## config.mk

```make
export PLATFORM = sky130hd
export DESIGN_NAME = conv_ctrl
export DESIGN_NICKNAME = d
export VERILOG_FILES = /design/src/hw/conv_ctrl_pkg.sv /design/src/hw/ref_detect.sv /design/src/hw/conv_ctrl.sv
export SDC_FILE = /design/constraint.sdc
export NUM_CORES = 1
export LEC_CHECK = 0
export BUFFER_PORTS_ARGS = -buffer_cell sky130_fd_sc_hd__buf_4
export CAP_MARGIN = 30
export CORE_MARGIN = 2
export CORE_UTILIZATION = 45
export DETAILED_ROUTE_END_ITERATION = 7
export PLACE_DENSITY = 0.72
export SYNTH_ARGS = -nofsm -noshare
export SYNTH_HDL_FRONTEND = slang
export SYNTH_SLANG_ARGS = --single-unit
```

## constraint.sdc

```tcl
create_clock -name core_clk -period 5.05 [get_ports core_clk]
set_input_delay 0.505 -clock core_clk [delete_from_list [all_inputs] [get_ports core_clk]]
set_output_delay 0.505 -clock core_clk [all_outputs]
set_load 0.05 [all_outputs]
```

## src/hw/conv_ctrl_pkg.sv

```systemverilog
// constants and types for the converter calibration and reference-detect control
// ==========================================================================
package conv_ctrl_pkg;
   localparam int DATA_W = 24;
   localparam logic [2:0] SEL_STATUS = 3'h0;
   localparam logic [2:0] SEL_CONFIG = 3'h2;
   localparam logic [2:0] SEL_DATA = 3'h3;
   localparam logic [2:0] SEL_OFFSET = 3'h6;
   localparam logic [2:0] SEL_FULL_SCALE = 3'h7;
   localparam logic [23:0] OFFSET_RESET = 24'h800000;
   localparam logic [23:0] FULL_SCALE_DEFAULT = 24'h500000; // arbitrary stand-in for trim
   localparam logic [23:0] ALL_ONES = 24'hFFFFFF;
   // configuration word fields
   localparam int CFG_GAIN_LSB = 0;
   localparam int CFG_BUF_POS = 4;
   localparam int CFG_REFCHK_POS = 6;
   localparam int CFG_PSEUDO_POS = 18;
   localparam int CFG_CH_LSB = 8;
   localparam int CFG_REFERENCE_SOURCE_SELECT_POS = 20;
   localparam int CFG_LOWPAIR_POS = 21;
   localparam int CFG_EXTCLK_POS = 22;
   localparam int CFG_CLKOUT_POS = 23;
   localparam logic [23:0] CONFIG_RESET = 24'h000117;
   // status word fields
   localparam int ST_MISSING_REFERENCE_FLAG_POS = 3;
   localparam int ST_ERR_POS = 6;
   localparam int ST_WRBLK_POS = 5;
   // reference thresholds in millivolts (8-bit code = 10 mV per step)
   localparam int REF_LOW_MV = 300;
   localparam int REF_HIGH_MV = 600;
   localparam int REF_MV_PER_STEP = 10;
   localparam logic [7:0] REF_LOW_CODE = 8'(REF_LOW_MV / REF_MV_PER_STEP);
   localparam logic [7:0] REF_HIGH_CODE = 8'(REF_HIGH_MV / REF_MV_PER_STEP);
   // internal modulator clock, kHz
   localparam int INT_CLK_KHZ = 4920;
   typedef enum logic [1:0] {OP_IDLE, OP_CONVERT, OP_ZERO_CAL, OP_FULL_CAL} op_e;
endpackage : conv_ctrl_pkg

```

## src/hw/ref_detect.sv

```systemverilog
// reference-presence detector with hysteresis
`timescale 1ns/1ns
`default_nettype none
module ref_detect
   import conv_ctrl_pkg::*;
(
   input wire logic core_clk,
   input wire logic rst_n,
   input wire logic check_en,
   input wire logic [7:0] ref_level,
   output logic missing_reference_flag
);
   // ==========================================================================
   // comparator with band; inside band the flag keeps its value
   always_ff @(posedge core_clk) begin
      if (!rst_n) begin
         missing_reference_flag <= 1'b0;
      end else if (!check_en) begin
         missing_reference_flag <= 1'b0;
      end else if (ref_level < REF_LOW_CODE) begin
         missing_reference_flag <= 1'b1;
      end else if (ref_level > REF_HIGH_CODE) begin
         missing_reference_flag <= 1'b0;
      end else begin
         missing_reference_flag <= missing_reference_flag;
      end
   end
endmodule : ref_detect
`default_nettype wire

```

## src/hw/conv_ctrl.sv

```systemverilog
// register file, calibration and analog routing control of the converter
`timescale 1ns/1ns
`default_nettype none
module conv_ctrl
   import conv_ctrl_pkg::*;
(
   input wire logic core_clk,
   input wire logic rst_n,
   input wire logic [2:0] register_select_code,
   input wire logic wr_en,
   input wire logic rd_en,
   input wire logic [23:0] wr_data,
   output logic [23:0] rd_data_q,
   input wire logic [1:0] op_cmd,
   input wire logic op_start,
   input wire logic op_done,
   input wire logic [23:0] op_result,
   input wire logic [7:0] ref_level,
   input wire logic ext_clk_present,
   output logic busy_q,
   output logic [23:0] result_q,
   output logic result_valid_q,
   output logic [2:0] gain_sel_q,
   output logic [3:0] pos_input_q,
   output logic [4:0] neg_input_q,
   output logic buffer_en_q,
   output logic second_ref_sel_q,
   output logic shared_pins_as_ref_q,
   output logic ext_clk_sel_q,
   output logic clk_out_en_q,
   output logic missing_reference_flag_q,
   output logic error_q,
   output logic write_blocked_q
);
   // ==========================================================================
   // state
   logic [23:0] offset_q;
   logic [23:0] full_scale_q;
   logic [23:0] config_q;
   op_e op_q;
   logic missing_reference_flag_seen_q;
   logic missing_reference_flag_raw;
   logic coef_wr;
   logic cfg_busy_wr;

   assign coef_wr = wr_en && (register_select_code == SEL_OFFSET
                               || register_select_code == SEL_FULL_SCALE);
   assign cfg_busy_wr = wr_en && register_select_code == SEL_CONFIG;

   ref_detect u_ref_detect (
      .core_clk(core_clk),
      .rst_n(rst_n),
      .check_en(config_q[CFG_REFCHK_POS]),
      .ref_level(ref_level),
      .missing_reference_flag(missing_reference_flag_raw)
   );

   // ==========================================================================
   // operation sequencer; one operation runs at a time
   always_ff @(posedge core_clk) begin
      if (!rst_n) begin
         op_q <= OP_IDLE;
      end else begin
         case (op_q)
            OP_IDLE: begin
               if (op_start) begin
                  op_q <= op_e'(op_cmd);
               end
            end
            OP_CONVERT, OP_ZERO_CAL, OP_FULL_CAL: begin
               if (op_done) begin
                  op_q <= OP_IDLE;
               end
            end
            default: op_q <= OP_IDLE;
         endcase
      end
   end

   always_ff @(posedge core_clk) begin
      if (!rst_n) begin
         busy_q <= 1'b0;
      end else begin
         busy_q <= (op_q == OP_IDLE) ? (op_start && op_cmd != 2'h0) : !op_done;
      end
   end

   // ==========================================================================
   // any missing-reference sighting during a calibration spoils it
   always_ff @(posedge core_clk) begin
      if (!rst_n) begin
         missing_reference_flag_seen_q <= 1'b0;
      end else if (op_q == OP_IDLE) begin
         missing_reference_flag_seen_q <= 1'b0;
      end else if (missing_reference_flag_raw) begin
         missing_reference_flag_seen_q <= 1'b1;
      end
   end

   // ==========================================================================
   // offset coefficient; host must idle first, busy writes dropped
   always_ff @(posedge core_clk) begin
      if (!rst_n) begin
         offset_q <= OFFSET_RESET;
      end else if (op_q == OP_ZERO_CAL && op_done) begin
         if (!(missing_reference_flag_seen_q || missing_reference_flag_raw)) begin
            offset_q <= op_result;
         end
      end else if (wr_en && register_select_code == SEL_OFFSET && op_q == OP_IDLE) begin
         offset_q <= wr_data;
      end
   end

   // full-scale coefficient; reset loads the factory value
   always_ff @(posedge core_clk) begin
      if (!rst_n) begin
         full_scale_q <= FULL_SCALE_DEFAULT;
      end else if (op_q == OP_FULL_CAL && op_done) begin
         if (!(missing_reference_flag_seen_q || missing_reference_flag_raw)) begin
            full_scale_q <= op_result;
         end
      end else if (wr_en && register_select_code == SEL_FULL_SCALE && op_q == OP_IDLE) begin
         full_scale_q <= wr_data;
      end
   end

   // configuration register: written at once, even mid-conversion; only the routing outputs wait for idle
   always_ff @(posedge core_clk) begin
      if (!rst_n) begin
         config_q <= CONFIG_RESET;
      end else if (cfg_busy_wr) begin
         config_q <= wr_data;
      end
   end

   // ==========================================================================
   // error flag sticky until the next operation start; write-block flag sticky until a status read
   always_ff @(posedge core_clk) begin
      if (!rst_n) begin
         error_q <= 1'b0;
      end else if ((op_q == OP_ZERO_CAL || op_q == OP_FULL_CAL) && op_done
                   && (missing_reference_flag_seen_q || missing_reference_flag_raw)) begin
         error_q <= 1'b1;
      end else if (op_q == OP_IDLE && op_start) begin
         error_q <= 1'b0;
      end
   end

   always_ff @(posedge core_clk) begin
      if (!rst_n) begin
         write_blocked_q <= 1'b0;
      end else if (coef_wr && op_q != OP_IDLE) begin
         write_blocked_q <= 1'b1;
      end else if (rd_en && register_select_code == SEL_STATUS) begin
         write_blocked_q <= 1'b0; // reading status clears it
      end
   end

   always_ff @(posedge core_clk) begin
      if (!rst_n) begin
         missing_reference_flag_q <= 1'b0;
      end else begin
         missing_reference_flag_q <= missing_reference_flag_raw;
      end
   end

   // ==========================================================================
   // conversion result; all ones while reference is missing
   always_ff @(posedge core_clk) begin
      if (!rst_n) begin
         result_q <= 24'h000000;
         result_valid_q <= 1'b0;
      end else if (op_q == OP_CONVERT && op_done) begin
         result_q <= missing_reference_flag_raw ? ALL_ONES : op_result;
         result_valid_q <= 1'b1;
      end else begin
         result_valid_q <= 1'b0;
      end
   end

   // ==========================================================================
   // analog routing: only updated while idle, never mid-conversion
   always_ff @(posedge core_clk) begin
      if (!rst_n) begin
         gain_sel_q <= 3'h7;
         pos_input_q <= 4'h0;
         neg_input_q <= 5'h01;
         buffer_en_q <= 1'b1;
         second_ref_sel_q <= 1'b0;
         shared_pins_as_ref_q <= 1'b0;
      end else if (op_q == OP_IDLE) begin
         gain_sel_q <= config_q[CFG_GAIN_LSB +: 3];
         pos_input_q <= config_q[CFG_CH_LSB + 4 +: 4];
         // pseudo mode ties the negative side to the common pin (code 16)
         neg_input_q <= config_q[CFG_PSEUDO_POS] ? 5'h10
                        : {1'b0, config_q[CFG_CH_LSB +: 4]};
         buffer_en_q <= config_q[CFG_BUF_POS];
         second_ref_sel_q <= config_q[CFG_REFERENCE_SOURCE_SELECT_POS];
         shared_pins_as_ref_q <= !config_q[CFG_LOWPAIR_POS]
                                 && config_q[CFG_REFERENCE_SOURCE_SELECT_POS];
      end
   end

   // clock source: external only if one is actually present
   always_ff @(posedge core_clk) begin
      if (!rst_n) begin
         ext_clk_sel_q <= 1'b0;
         clk_out_en_q <= 1'b0;
      end else begin
         ext_clk_sel_q <= config_q[CFG_EXTCLK_POS] && ext_clk_present;
         clk_out_en_q <= config_q[CFG_CLKOUT_POS] && !config_q[CFG_EXTCLK_POS];
      end
   end

   // ==========================================================================
   // read port, registered; unmapped codes return zero
   always_ff @(posedge core_clk) begin
      if (!rst_n) begin
         rd_data_q <= 24'h000000;
      end else if (rd_en) begin
         case (register_select_code)
            SEL_STATUS: rd_data_q <= {16'h0000, 1'b0, error_q, write_blocked_q, 1'b0,
                                missing_reference_flag_q, 3'h0};
            SEL_CONFIG: rd_data_q <= config_q;
            SEL_DATA: rd_data_q <= result_q;
            SEL_OFFSET: rd_data_q <= offset_q;
            SEL_FULL_SCALE: rd_data_q <= full_scale_q;
            default: rd_data_q <= 24'h000000;
         endcase
      end
   end
endmodule : conv_ctrl
`default_nettype wire

```

==> run summary, run 1 <==
=====================================================================================
Via density per instance                                                         5.60
Clock slew at reported path FFs                                               0.05 ns
Commonest cells post-synth                                               nand2_1, dfxtp_1, mux2i_1
Number of slew-limit violations in the final report                                 0
Postcts setup bufs                                                                  0
Effective utilization at floorplan                                              46.0%
Most frequently used cell type in the post-synthesis netlist                  nand2_1
Unique masters post-synth                                                          39
Netlist Area Pre-Place                                                     6660 sq um
Share of final-layout standard cells stronger than drive strength 1             23.0%
Number of flops mapped to enable cells by yosys                                     0
Number of buffers inserted during clock tree synthesis                             17
Total power density per cell area                                         328 nW/um^2
Crit end category                                                                flop
Status                                                                   finished clean
Placed Cells                                                                      983
Total negative setup slack                                                       0 ns
Antenna diode count                                                                 0
Number of rows created at floorplan                                                44
Post-synthesis sequential area ratio                                            43.9%
Antenna violation net count after detailed routing                                  0
Count of routing violations after the opening detailed-route iteration            454
Instance count of the mapped netlist                                              715
Wire length per cell after detailed routing                                   18.1 um
Dominant cells by area after synthesis                                   dfxtp_1, mux2i_1, o211a_1, nand2_1, a21boi_0
TritonCTS clock tree                                                            built
Post-route worst setup slack                                                  2.39 ns
Signal arrival time at the worst endpoint                                     2.93 ns
Synthesis-to-finish area growth                                                 24.9%
Fmax                                                                          376 MHz
Total global routing overflow                                                       0
Number of buffers on the longest clock path                                         2
Last weighted congestion value of the routability-driven placer                 0.809
Power Total                                                                   2.73 mW
Post_cts resized                                                                    0
Crit start category                                                              flop
Period minus WS final                                                         2.66 ns
Type of the worst setup path                                                  reg2reg
Share of the clock period used by the worst path                                52.6%
Async S/R FF share, synth                                                          0%
Area enclosed by the die boundary                                         15800 sq um
Overall via count from detail_route                                              5669
Fraction of synthesized cell area taken by the top area cell type               43.9%
Final Non-Filler Cells                                                           1013
Number of failing hold endpoints at the final stage                                 0
DP Wirelength                                                                12400 um
Number of antenna violations at the first check in global routing                   0
Relative max-transition margin                                                  30.1%
Final wirelength                                                             18300 um
Final nets                                                                        886
Most common flop cell mapped by yosys                                         dfxtp_1
Worst hold margin                                                            0.336 ns
Max capacitance violation total                                                     0
Vias in the first global route                                                   5482
Gr usage total                                                                  22.8%
Yosys warns                                                                         0
Synth Area per Inst                                                        9.32 sq um
Vertical die dimension                                                         126 um
Total number of clock tree sinks                                                  146
Placement Setup Slack                                                         2.34 ns
Worst EP required                                                             5.32 ns
Placeable core region                                                     14500 sq um
# setup viols final                                                                 0
Io pins                                                                           138
Filler instances                                                                 1265
Largest net degree at the start of global routing                                  79
DRC violation count after routing                                                   0
Leakage power figure                                                          4.39 nW
Hold buffer count at CTS                                                            0
Worst Clk Skew                                                              0.0135 ns
Peak fanout along the critical path                                                46
TritonRoute pass-1 iters                                                            5
Clock latency on the worst-skew pair                                          0.42 ns
Number of levels in the clock H-tree                                                4
Unrepaired setup endpoints after global routing                                 false
FF+latch count, synth                                                             146
Class of the worst hold path                                                   in2reg
Transition time at the pin with the least slew margin                         1.05 ns
Post-synth top area cell                                                      dfxtp_1
Wire length of the first global-routing pass                                 28600 um
Clock tree root buffer cell                                                 clkbuf_16
Number of input and output port buffers inserted                                  137
Worst IR Drop VDD                                                          0.000224 V
Syn nets                                                                          783
Width of the chip                                                              126 um
=====================================================================================
[path summary, 6_finish.rpt]
kind | startpoint | to | slack, ns | cells past startpoint
setup / recovery | op_q[1] | full_scale_q[20] | 2.39 | 5
hold reg to reg | shared_pins_as_ref_q | shared_pins_as_ref_q | 0.46 | 2
hold / removal | wr_data[1] | config_q[1] | 0.34 | 3
setup reg to reg | op_q[1] | full_scale_q[20] | 2.39 | 5
[metrics by stage]
| stage | area, sq um | util, % |
|---|---|---|
| 2_1_floorplan | 6660 | - |
| 3_3_place_gp | 7690 | 53.1 |
| 3_5_place_dp | 7770 | 53.7 |
| 4_1_cts | 8320 | 57.5 |
| 5_1_grt | 8320 | 57.5 |
| 6_report | 8320 | 57.5 |
[layer usage]
| layer | GRT usage (%) | part of all wire (%) | up-vias |
|---|---|---|---|
| li1 | - | - | 2744 |
| met1 | 29.1 | 44 | 2719 |
| met2 | 37.9 | 48 | 175 |
| met3 | 4.63 | 5.4 | 31 |
| met4 | 9.35 | 1.9 | 0 |
| met5 | 0 | 0 | - |
[sequential cells by signal, indices dropped and copies added (netlist names), 2 cells and up]
name / count
config_q: 24
full_scale_q: 24
offset_q: 24
rd_data_q: 24
result_q: 24
neg_input_q: 5
pos_input_q: 4
gain_sel_q: 3
op_q: 2
[critical path, stage by stage (launching register included)]
cell,delay [ns]
dfxtp_1,0.50
nand3_2,0.78
o22ai_4,0.44
buf_4,0.47
mux2i_1,0.24
nand2_1,0.07
[final cells by class]
class / count / area, sq um / area share, %
well taps: 184 / 230 / 2.77
clock buffers: 24 / 492 / 5.91
multi-input cells: 505 / 3460 / 41.6
inverters: 2 / 7.51 / 0.0902
clock inverters: 6 / 55.1 / 0.662
repair buffers: 146 / 1150 / 13.8
flip-flops and latches: 146 / 2920 / 35.1
[kinds of logic (layout without fill, tap and decap cells)]
logic type,after synthesis,in the layout,synth area share (%)
AO/OA/AOI/OAI,164,164,21.1
buffers and inverters,64,178,4.43
AND/OR/NAND/NOR,244,244,16.0
flip-flops,146,146,43.9
multiplexers,97,97,14.7
[power breakdown]
group	switching, mW	internal, mW
Clock	0.451	0.719
Sequential	0.0297	1.19
Combinational	0.201	0.136
Total	0.681	2.05
[placed cells by master (no fill, tap or decap), types with 2 or more instances in the layout]
cell / n
a21boi_0: 35
clkbuf_8: 4
o22ai_1: 23
clkbuf_1: 3
or2_2: 3
nand2b_1: 4
clkinv_2: 5
a22oi_1: 21
dfxtp_1: 146
buf_16: 2
clkbuf_16: 17
o21ai_0: 4
mux2i_1: 92
mux2_2: 5
a21oi_1: 2
nand2_1: 155
o211a_1: 69
buf_4: 142
and2_1: 2
nor2b_1: 22
and3_1: 2
buf_8: 2
or3b_2: 2
nor2_1: 28
nand3b_1: 5
nand3_1: 15
(Power assumes the default switching activity.)
==> run 2, diff against run 1 <==
clock period = 2.5 ns   (was 5.05 ns; I/O delays follow)
==> run 2 against run 1 <==
Count of clock-buffer cells in the layout fell by 7. Via count rose by 4.0%. Worst setup slack got worse by 1.8 ns. Global-route usage rose by 0.59 points. Critical endpoint is now offset_q[15]. Routed wire length rose by 2.8%. Sequential share of layout area fell by 0.30 points. Critical path depth did not move. Fmax rose by 42%. Sequential cell count did not move.
==> run summary, run 2 (synthesis gave the netlist of run 1 again) <==
=====================================================================================
Largest net degree at the start of global routing                                  66   -16%
Filler instances                                                                 1216   -3.9%
Clock tree root buffer cell                                                 clkbuf_16
Number of levels in the clock H-tree                                                4   unchanged
Peak fanout along the critical path                                                30   -35%
Switch share                                                                    27.4%   +2.5 points
Status                                                                   finished clean
Antenna diode count                                                                 0   unchanged
Area enclosed by the die boundary                                         15800 sq um   unchanged
Final Cell Area                                                            8390 sq um   +0.87%
Hold path cells                                                                     3   unchanged
Total number of clock tree sinks                                                  146   unchanged
Max capacitance violation total                                                     0   unchanged
Most common library cell in the layout ignoring fill and taps                 nand2_1
Number of buffers on the longest clock path                                         2   unchanged
Area of the multi-input gates                                              3460 sq um   unchanged
Hold buffer count at CTS                                                            0   unchanged
Leakage power figure                                                          4.43 nW   +0.83%
Effective utilization at floorplan                                              46.0%   unchanged
Share of the clock period used by the worst path                                74.7%   +22 points
Sequential share of power                                                       43.8%   -1.0 points
Gr usage total                                                                  23.4%   +0.59 points
Longest individual stage delay on the worst path                              0.47 ns   -0.31 ns
Number of input and output port buffers inserted                                  137   unchanged
Total global routing overflow                                                       0   unchanged
Post_cts resized                                                                    0   unchanged
Number of buffers inserted during clock tree synthesis                             17   unchanged
Clock latency on the worst-skew pair                                          0.42 ns   about the same
Wire length of the first global-routing pass                                 29600 um   +3.4%
Number of rows created at floorplan                                                44   unchanged
Postcts setup bufs                                                                  0   unchanged
Dpl cell area                                                              7820 sq um   +0.58%
FF+latch area                                                              2920 sq um   unchanged
Worst EP required                                                             2.81 ns   -2.51 ns
Last weighted congestion value of the routability-driven placer                 0.828   +2.3%
Number of antenna violations at the first check in global routing                   0   unchanged
Crit end category                                                                flop
Unrepaired setup endpoints after global routing                                 false
Worst Clk Skew                                                             0.00709 ns   -0.00643 ns
Relative max-transition margin                                                  30.9%   +0.79 points
Final Non-Filler Cells                                                           1025   +1.2%
Total power density per cell area                                         671 nW/um^2   +100%
Number of buffer and inverter stages on the critical path                           1   unchanged
Period minus WS final                                                         1.87 ns   -0.790 ns
Transition time at the pin with the least slew margin                         1.03 ns   -0.0174 ns
TritonCTS clock tree                                                            built
Antenna violation net count after detailed routing                                  0   unchanged
Final nets                                                                        896   +1.1%
Io pins                                                                           138   unchanged
Most frequent cells in the layout                                        nand2_1, buf_4, dfxtp_1
Wire length per cell after detailed routing                                   18.4 um   +1.6%
Final wirelength                                                             18800 um   +2.8%
Family with the most delay on the worst path                             simple AND/OR/NAND/NOR gates
Standard cell with the maximum stage delay on the critical path                or3b_4
Count of routing violations after the opening detailed-route iteration            472   +4.0%
Clk network pwr share                                                           43.8%   +1.0 points
Synthesis-to-finish area growth                                                 26.0%
Type of the worst setup path                                                  reg2reg
# setup viols final                                                                 0   unchanged
Power Total                                                                   5.64 mW   +110%
DP Wirelength                                                                12800 um   +3.0%
Psw                                                                           1.54 mW   +130%
Number of slew-limit violations in the final report                                 0   unchanged
Total negative setup slack                                                       0 ns   unchanged
Placed Cells                                                                      993   +1.0%
Number of failing hold endpoints at the final stage                                 0   unchanged
DRC violation count after routing                                                   0   unchanged
Crit start category                                                              flop
Worst IR Drop VDD                                                          0.000542 V   +140%
Placeable core region                                                     14500 sq um   unchanged
Vertical die dimension                                                         126 um   unchanged
Signal arrival time at the worst endpoint                                     2.17 ns   -0.76 ns
Share of final-layout standard cells stronger than drive strength 1             24.5%   +1.5 points
Class of the worst hold path                                                   in2reg
Vias in the first global route                                                   5639   +2.9%
Final core utilization                                                          58.0%   +0.50 points
Fraction of power consumed by combinational cells                               12.3%   about the same
Length in cells of the worst reg-to-reg path                                        5   unchanged
Logic depth of the worst setup path including buffers                               5   unchanged
Clock slew at reported path FFs                                               0.07 ns   +0.02 ns
Via density per instance                                                         5.75   +2.8%
Series of cell instances along the critical path                         or3b_4 > o32ai_4 > buf_4 > nand2_1 > o211a_1
Fmax                                                                          535 MHz   +42%
Width of the chip                                                              126 um   unchanged
Cell-internal power                                                           4.09 mW   +100%
TritonRoute pass-1 iters                                                            5   unchanged
Overall via count from detail_route                                              5895   +4.0%
=====================================================================================
-- run 2: changes by cell type in the layout (fill, tap and decap cells not counted), sizes merged --
| cell | delta |
|---|---|
| inv | +8 |
| clkinv | -1 |
| clkbuf | -7 |
| clkinvlp | +2 |
| buf | +10 |
-- run 2: final cells by class --
cell class	count	area share [%]
clock inverters	15	1.77
repair buffers	156	14.2
flip-flops and latches	146	34.8
well taps	184	2.74
clock buffers	17	5.07
multi-input cells	505	41.3
inverters	2	0.0894
-- run 2: path summary, 6_finish.rpt --
kind,to,startpoint,slack [ns]
setup / recovery,offset_q[15],op_q[1],0.63
hold reg to reg,clk_out_en_q,config_q[23],0.45
hold / removal,config_q[0],wr_data[0],0.06
setup reg to reg,offset_q[15],op_q[1],0.63
-- run 2: worst reg2reg max path, stage by stage (launching register included) --
cell and delay, ns:
dfxtp_1 0.40, or3b_4 0.47, o32ai_4 0.27, buf_4 0.37
nand2_1 0.11, o211a_1 0.15
-- run 2: metal layers --
metal	GRT usage (%)	vias to the layer above	share of wire [%]
li1	-	2764	-
met2	37.2	212	48
met5	0	-	0
met4	10.1	0	2.2
met1	31.1	2890	44
met3	4.76	29	6.2
-- run 2: power by group through the flow --
| stage | sequential (mW) | clock, mW | combinational (mW) |
|---|---|---|---|
| after global routing | 2.48 | 2.59 | 0.742 |
| after global placement | 2.52 | 0 | 0.673 |
| after floorplan | 2.61 | 0 | 0.336 |
| final | 2.47 | 2.47 | 0.695 |
| after CTS | 2.47 | 2.51 | 0.693 |
| after detailed placement | 2.52 | 0 | 0.690 |
-- run 2: stage by stage --
step	setup slack, ns	hold slack, ns
final	0.632	0.0650
after CTS	0.633	0.0509
after global routing	0.518	0.0576
after floorplan	0.832	0.374
after global placement	0.452	0.445
after detailed placement	0.386	0.442
==> run 3, diff against run 2 <==
ABC_AREA = 1   (was default)
PLACE_DENSITY = 0.75   (was 0.72)
clock period = 1.7 ns   (was 2.5 ns; I/O delays follow)
==> run 3 against run 2 <==
Clock power is 62% higher. Sequential cell count unchanged. Critical endpoint is now busy_q. Sequential share of layout area rose by 0.80 points. Fmax increased by 22%. Die area is 4.9% lower. Largest cell class is now sequential cells. Worst setup slack lost 0.46 ns. Via count up 13%. Sequential power rose by 48%.
==> run summary, run 3 <==
=====================================================================================
Hold Path Origin                                                         ref_level[6]
Crit end category                                                                flop
Overall via count from detail_route                                              6648   +13%
Longest individual stage delay on the worst path                              0.39 ns   -0.08 ns
Effective utilization at floorplan                                              45.8%   -0.26 points
Total negative setup slack                                                       0 ns   unchanged
Post-route worst setup slack                                                 0.171 ns   -0.461 ns
Async S/R FF share, synth                                                          0%   unchanged
Number of buffers on the longest clock path                                         2   unchanged
Number of slew-limit violations in the final report                                 0   unchanged
Wire length per cell after detailed routing                                   16.6 um   -9.6%
Total global routing overflow                                                       0   unchanged
Width of the chip                                                              123 um   -2.5%
Fraction of synthesized cell area taken by the top area cell type               46.2%   +2.3 points
Commonest cells post-synth                                               nand2_1, o21ai_0, dfxtp_1
Most common library cell in the layout ignoring fill and taps                 nand2_1
Share of the clock period used by the worst path                                89.9%   +15 points
Dominant cells by area after synthesis                                   dfxtp_1, o21ai_0, nand2_1, nor2_1, a21oi_1
Dpl cell area                                                              7530 sq um   -3.7%
Placeable core region                                                     13800 sq um   -4.5%
Unique masters post-synth                                                          27   -31%
Yosys warns                                                                         0   unchanged
Synth Area per Inst                                                        7.03 sq um   -25%
Last weighted congestion value of the routability-driven placer                 0.974   +18%
Final wirelength                                                             20200 um   +7.1%
Largest family of logic cells by synthesized area                        simple AND/OR/NAND/NOR gates
Transition time at the pin with the least slew margin                        0.530 ns   -0.502 ns
Vertical die dimension                                                         123 um   -2.5%
Post-synthesis simple-gate area fraction                                        23.4%   +7.4 points
DRC violation count after routing                                                   0   unchanged
Signal arrival time at the worst endpoint                                     1.90 ns   -0.27 ns
FF+latch count, synth                                                             146   unchanged
Worst IR Drop VDD                                                          0.000827 V   +53%
Worst hold margin                                                           0.0120 ns   -0.0530 ns
Hold buffer count at CTS                                                            5   +5
Number of antenna violations at the first check in global routing                   1   +1
Number of flops mapped to enable cells by yosys                                     0   unchanged
Most common flop cell mapped by yosys                                         dfxtp_1
Leakage power figure                                                          3.77 nW   -15%
Postcts setup bufs                                                                  0   unchanged
Clock tree root buffer cell                                                 clkbuf_16
RR Startpoint                                                                 op_q[0]
Antenna diode count                                                                 0   unchanged
Standard cell with the maximum stage delay on the critical path               dfxtp_1
Fmax                                                                          654 MHz   +22%
Post-synth top area cell                                                      dfxtp_1
Antenna violation net count after detailed routing                                  0   unchanged
Total number of clock tree sinks                                                  146   unchanged
Filler instances                                                                 1248   +2.6%
Mux share of post-synthesis cell area                                              0%   -15 points
Start point of the critical path                                              op_q[0]
Post-synthesis adder-cell area fraction                                            0%   unchanged
Compound-cell area share of the yosys netlist                                   22.0%   +0.90 points
DP Wirelength                                                                13900 um   +8.4%
Final Non-Filler Cells                                                           1214   +18%
Class of the worst hold path                                                   in2reg
Final core utilization                                                          59.4%   +1.4 points
Power Total                                                                   8.72 mW   +55%
Status                                                                   finished clean
Clock slew at reported path FFs                                               0.06 ns   about the same
Number of failing hold endpoints at the final stage                                 0   unchanged
Unrepaired setup endpoints after global routing                                 false
Number of levels in the clock H-tree                                                4   unchanged
Relative max-transition margin                                                  64.6%   +34 points
# setup viols final                                                                 0   unchanged
Area enclosed by the die boundary                                         15000 sq um   -4.9%
Share of final-layout standard cells stronger than drive strength 1             19.8%   -4.7 points
Gr usage total                                                                  27.0%   +3.6 points
Most frequent cells in the layout                                        nand2_1, o21ai_0, buf_4
Max capacitance violation total                                                     0   unchanged
Series of cell instances along the critical path                         nor2_2 > inv_1 > nor2_1 > nand2_1 > a21oi_1 > or2_2
Peak fanout along the critical path                                                 9   -70%
Area of the multi-input gates                                              2870 sq um   -17%
Via density per instance                                                         5.48   -4.8%
Period minus WS final                                                         1.53 ns   -0.339 ns
Worst Clk Skew                                                             0.00693 ns   -0.000159 ns
Synthesis-to-finish area growth                                                 29.7%
Worst EP required                                                             2.07 ns   -0.74 ns
Largest net degree at the start of global routing                                  88   +33%
Type of the worst setup path                                                  reg2reg
Placement Setup Slack                                                        0.127 ns   -0.258 ns
Final Cell Area                                                            8210 sq um   -2.2%
Syn nets                                                                          968   +24%
TritonCTS clock tree                                                            built
Post_cts resized                                                                    0   unchanged
Count of routing violations after the opening detailed-route iteration            843   +79%
Instance count of the mapped netlist                                              900   +26%
Crit start category                                                              flop
TritonRoute pass-1 iters                                                            5   unchanged
Xor-xnor portion of the synthesized cell area                                      0%   unchanged
Number of buffers inserted during clock tree synthesis                             17   unchanged
Placed Cells                                                                     1179   +19%
FF+latch area                                                              2920 sq um   unchanged
Wire length of the first global-routing pass                                 31200 um   +5.7%
Post-synthesis sequential area ratio                                            46.2%   +2.3 points
Number of input and output port buffers inserted                                  137   unchanged
Number of rows created at floorplan                                                43   -2.3%
Io pins                                                                           138   unchanged
Most frequently used cell type in the post-synthesis netlist                  nand2_1
Vias in the first global route                                                   5794   +2.7%
Clock latency on the worst-skew pair                                          0.43 ns   about the same
Netlist Area Pre-Place                                                     6330 sq um   -5.1%
Total power density per cell area                                        1060 nW/um^2   +58%
Final nets                                                                       1091   +22%
=====================================================================================
[run 3: cell types whose count changed after synthesis, moves of 26 or more]
cell and delta:
o21ai_0 +172, mux2i_1 -92, nor2_1 +69, o211a_1 -69
inv_1 +57, a21oi_1 +49, a21boi_0 -35, nand2_1 +32
nand3_1 +26
[run 3: cell type report]
class	count	area share, %
timing repair buffer	168	16.1
tap	180	2.74
sequential	146	35.6
inverter	64	2.93
clock inverter	10	1.92
clock buffer	20	5.69
multi-input combinational	626	35.0
[run 3: power breakdown]
group	switching (mW)	internal [mW]
Sequential	0.0930	3.57
Combinational	0.696	0.366
Clock	1.45	2.55
Total	2.24	6.48
[run 3: cell families (layout without fill, tap and decap cells)]
kind of cell / after synthesis / count (layout)
DFF: 146 / 146
AOI/OAI and AO/OA: 268 / 268
buffers and inverters: 128 / 262
and+or+nand+nor: 358 / 358
[run 3: path summary, 6_finish.rpt]
path | slack (ns) | endpoint | cells after the start
min | 0.01 | u_ref_detect.missing_reference_flag | 4
max reg2reg | 0.17 | busy_q | 6
max | 0.17 | busy_q | 6
min reg2reg | 0.44 | shared_pins_as_ref_q | 1
[run 3: per-layer routing]
layer  GRT usage [%]  routed length, um  up-vias
met1            38.9               9030     3038
met4            9.77                481        0
li1                -                  -     3233
met5               0                  0        -
met2            39.4               8850      334
met3            5.86               1810       43
[run 3: critical path: cells and delay by family, from the launching register on]
family / cells / cell delay (ns)
AO/OA/AOI/OAI: 1 / 0.16
AND/OR/NAND/NOR: 4 / 0.68
buffers and inverters: 1 / 0.23
flip-flops: 1 / 0.39
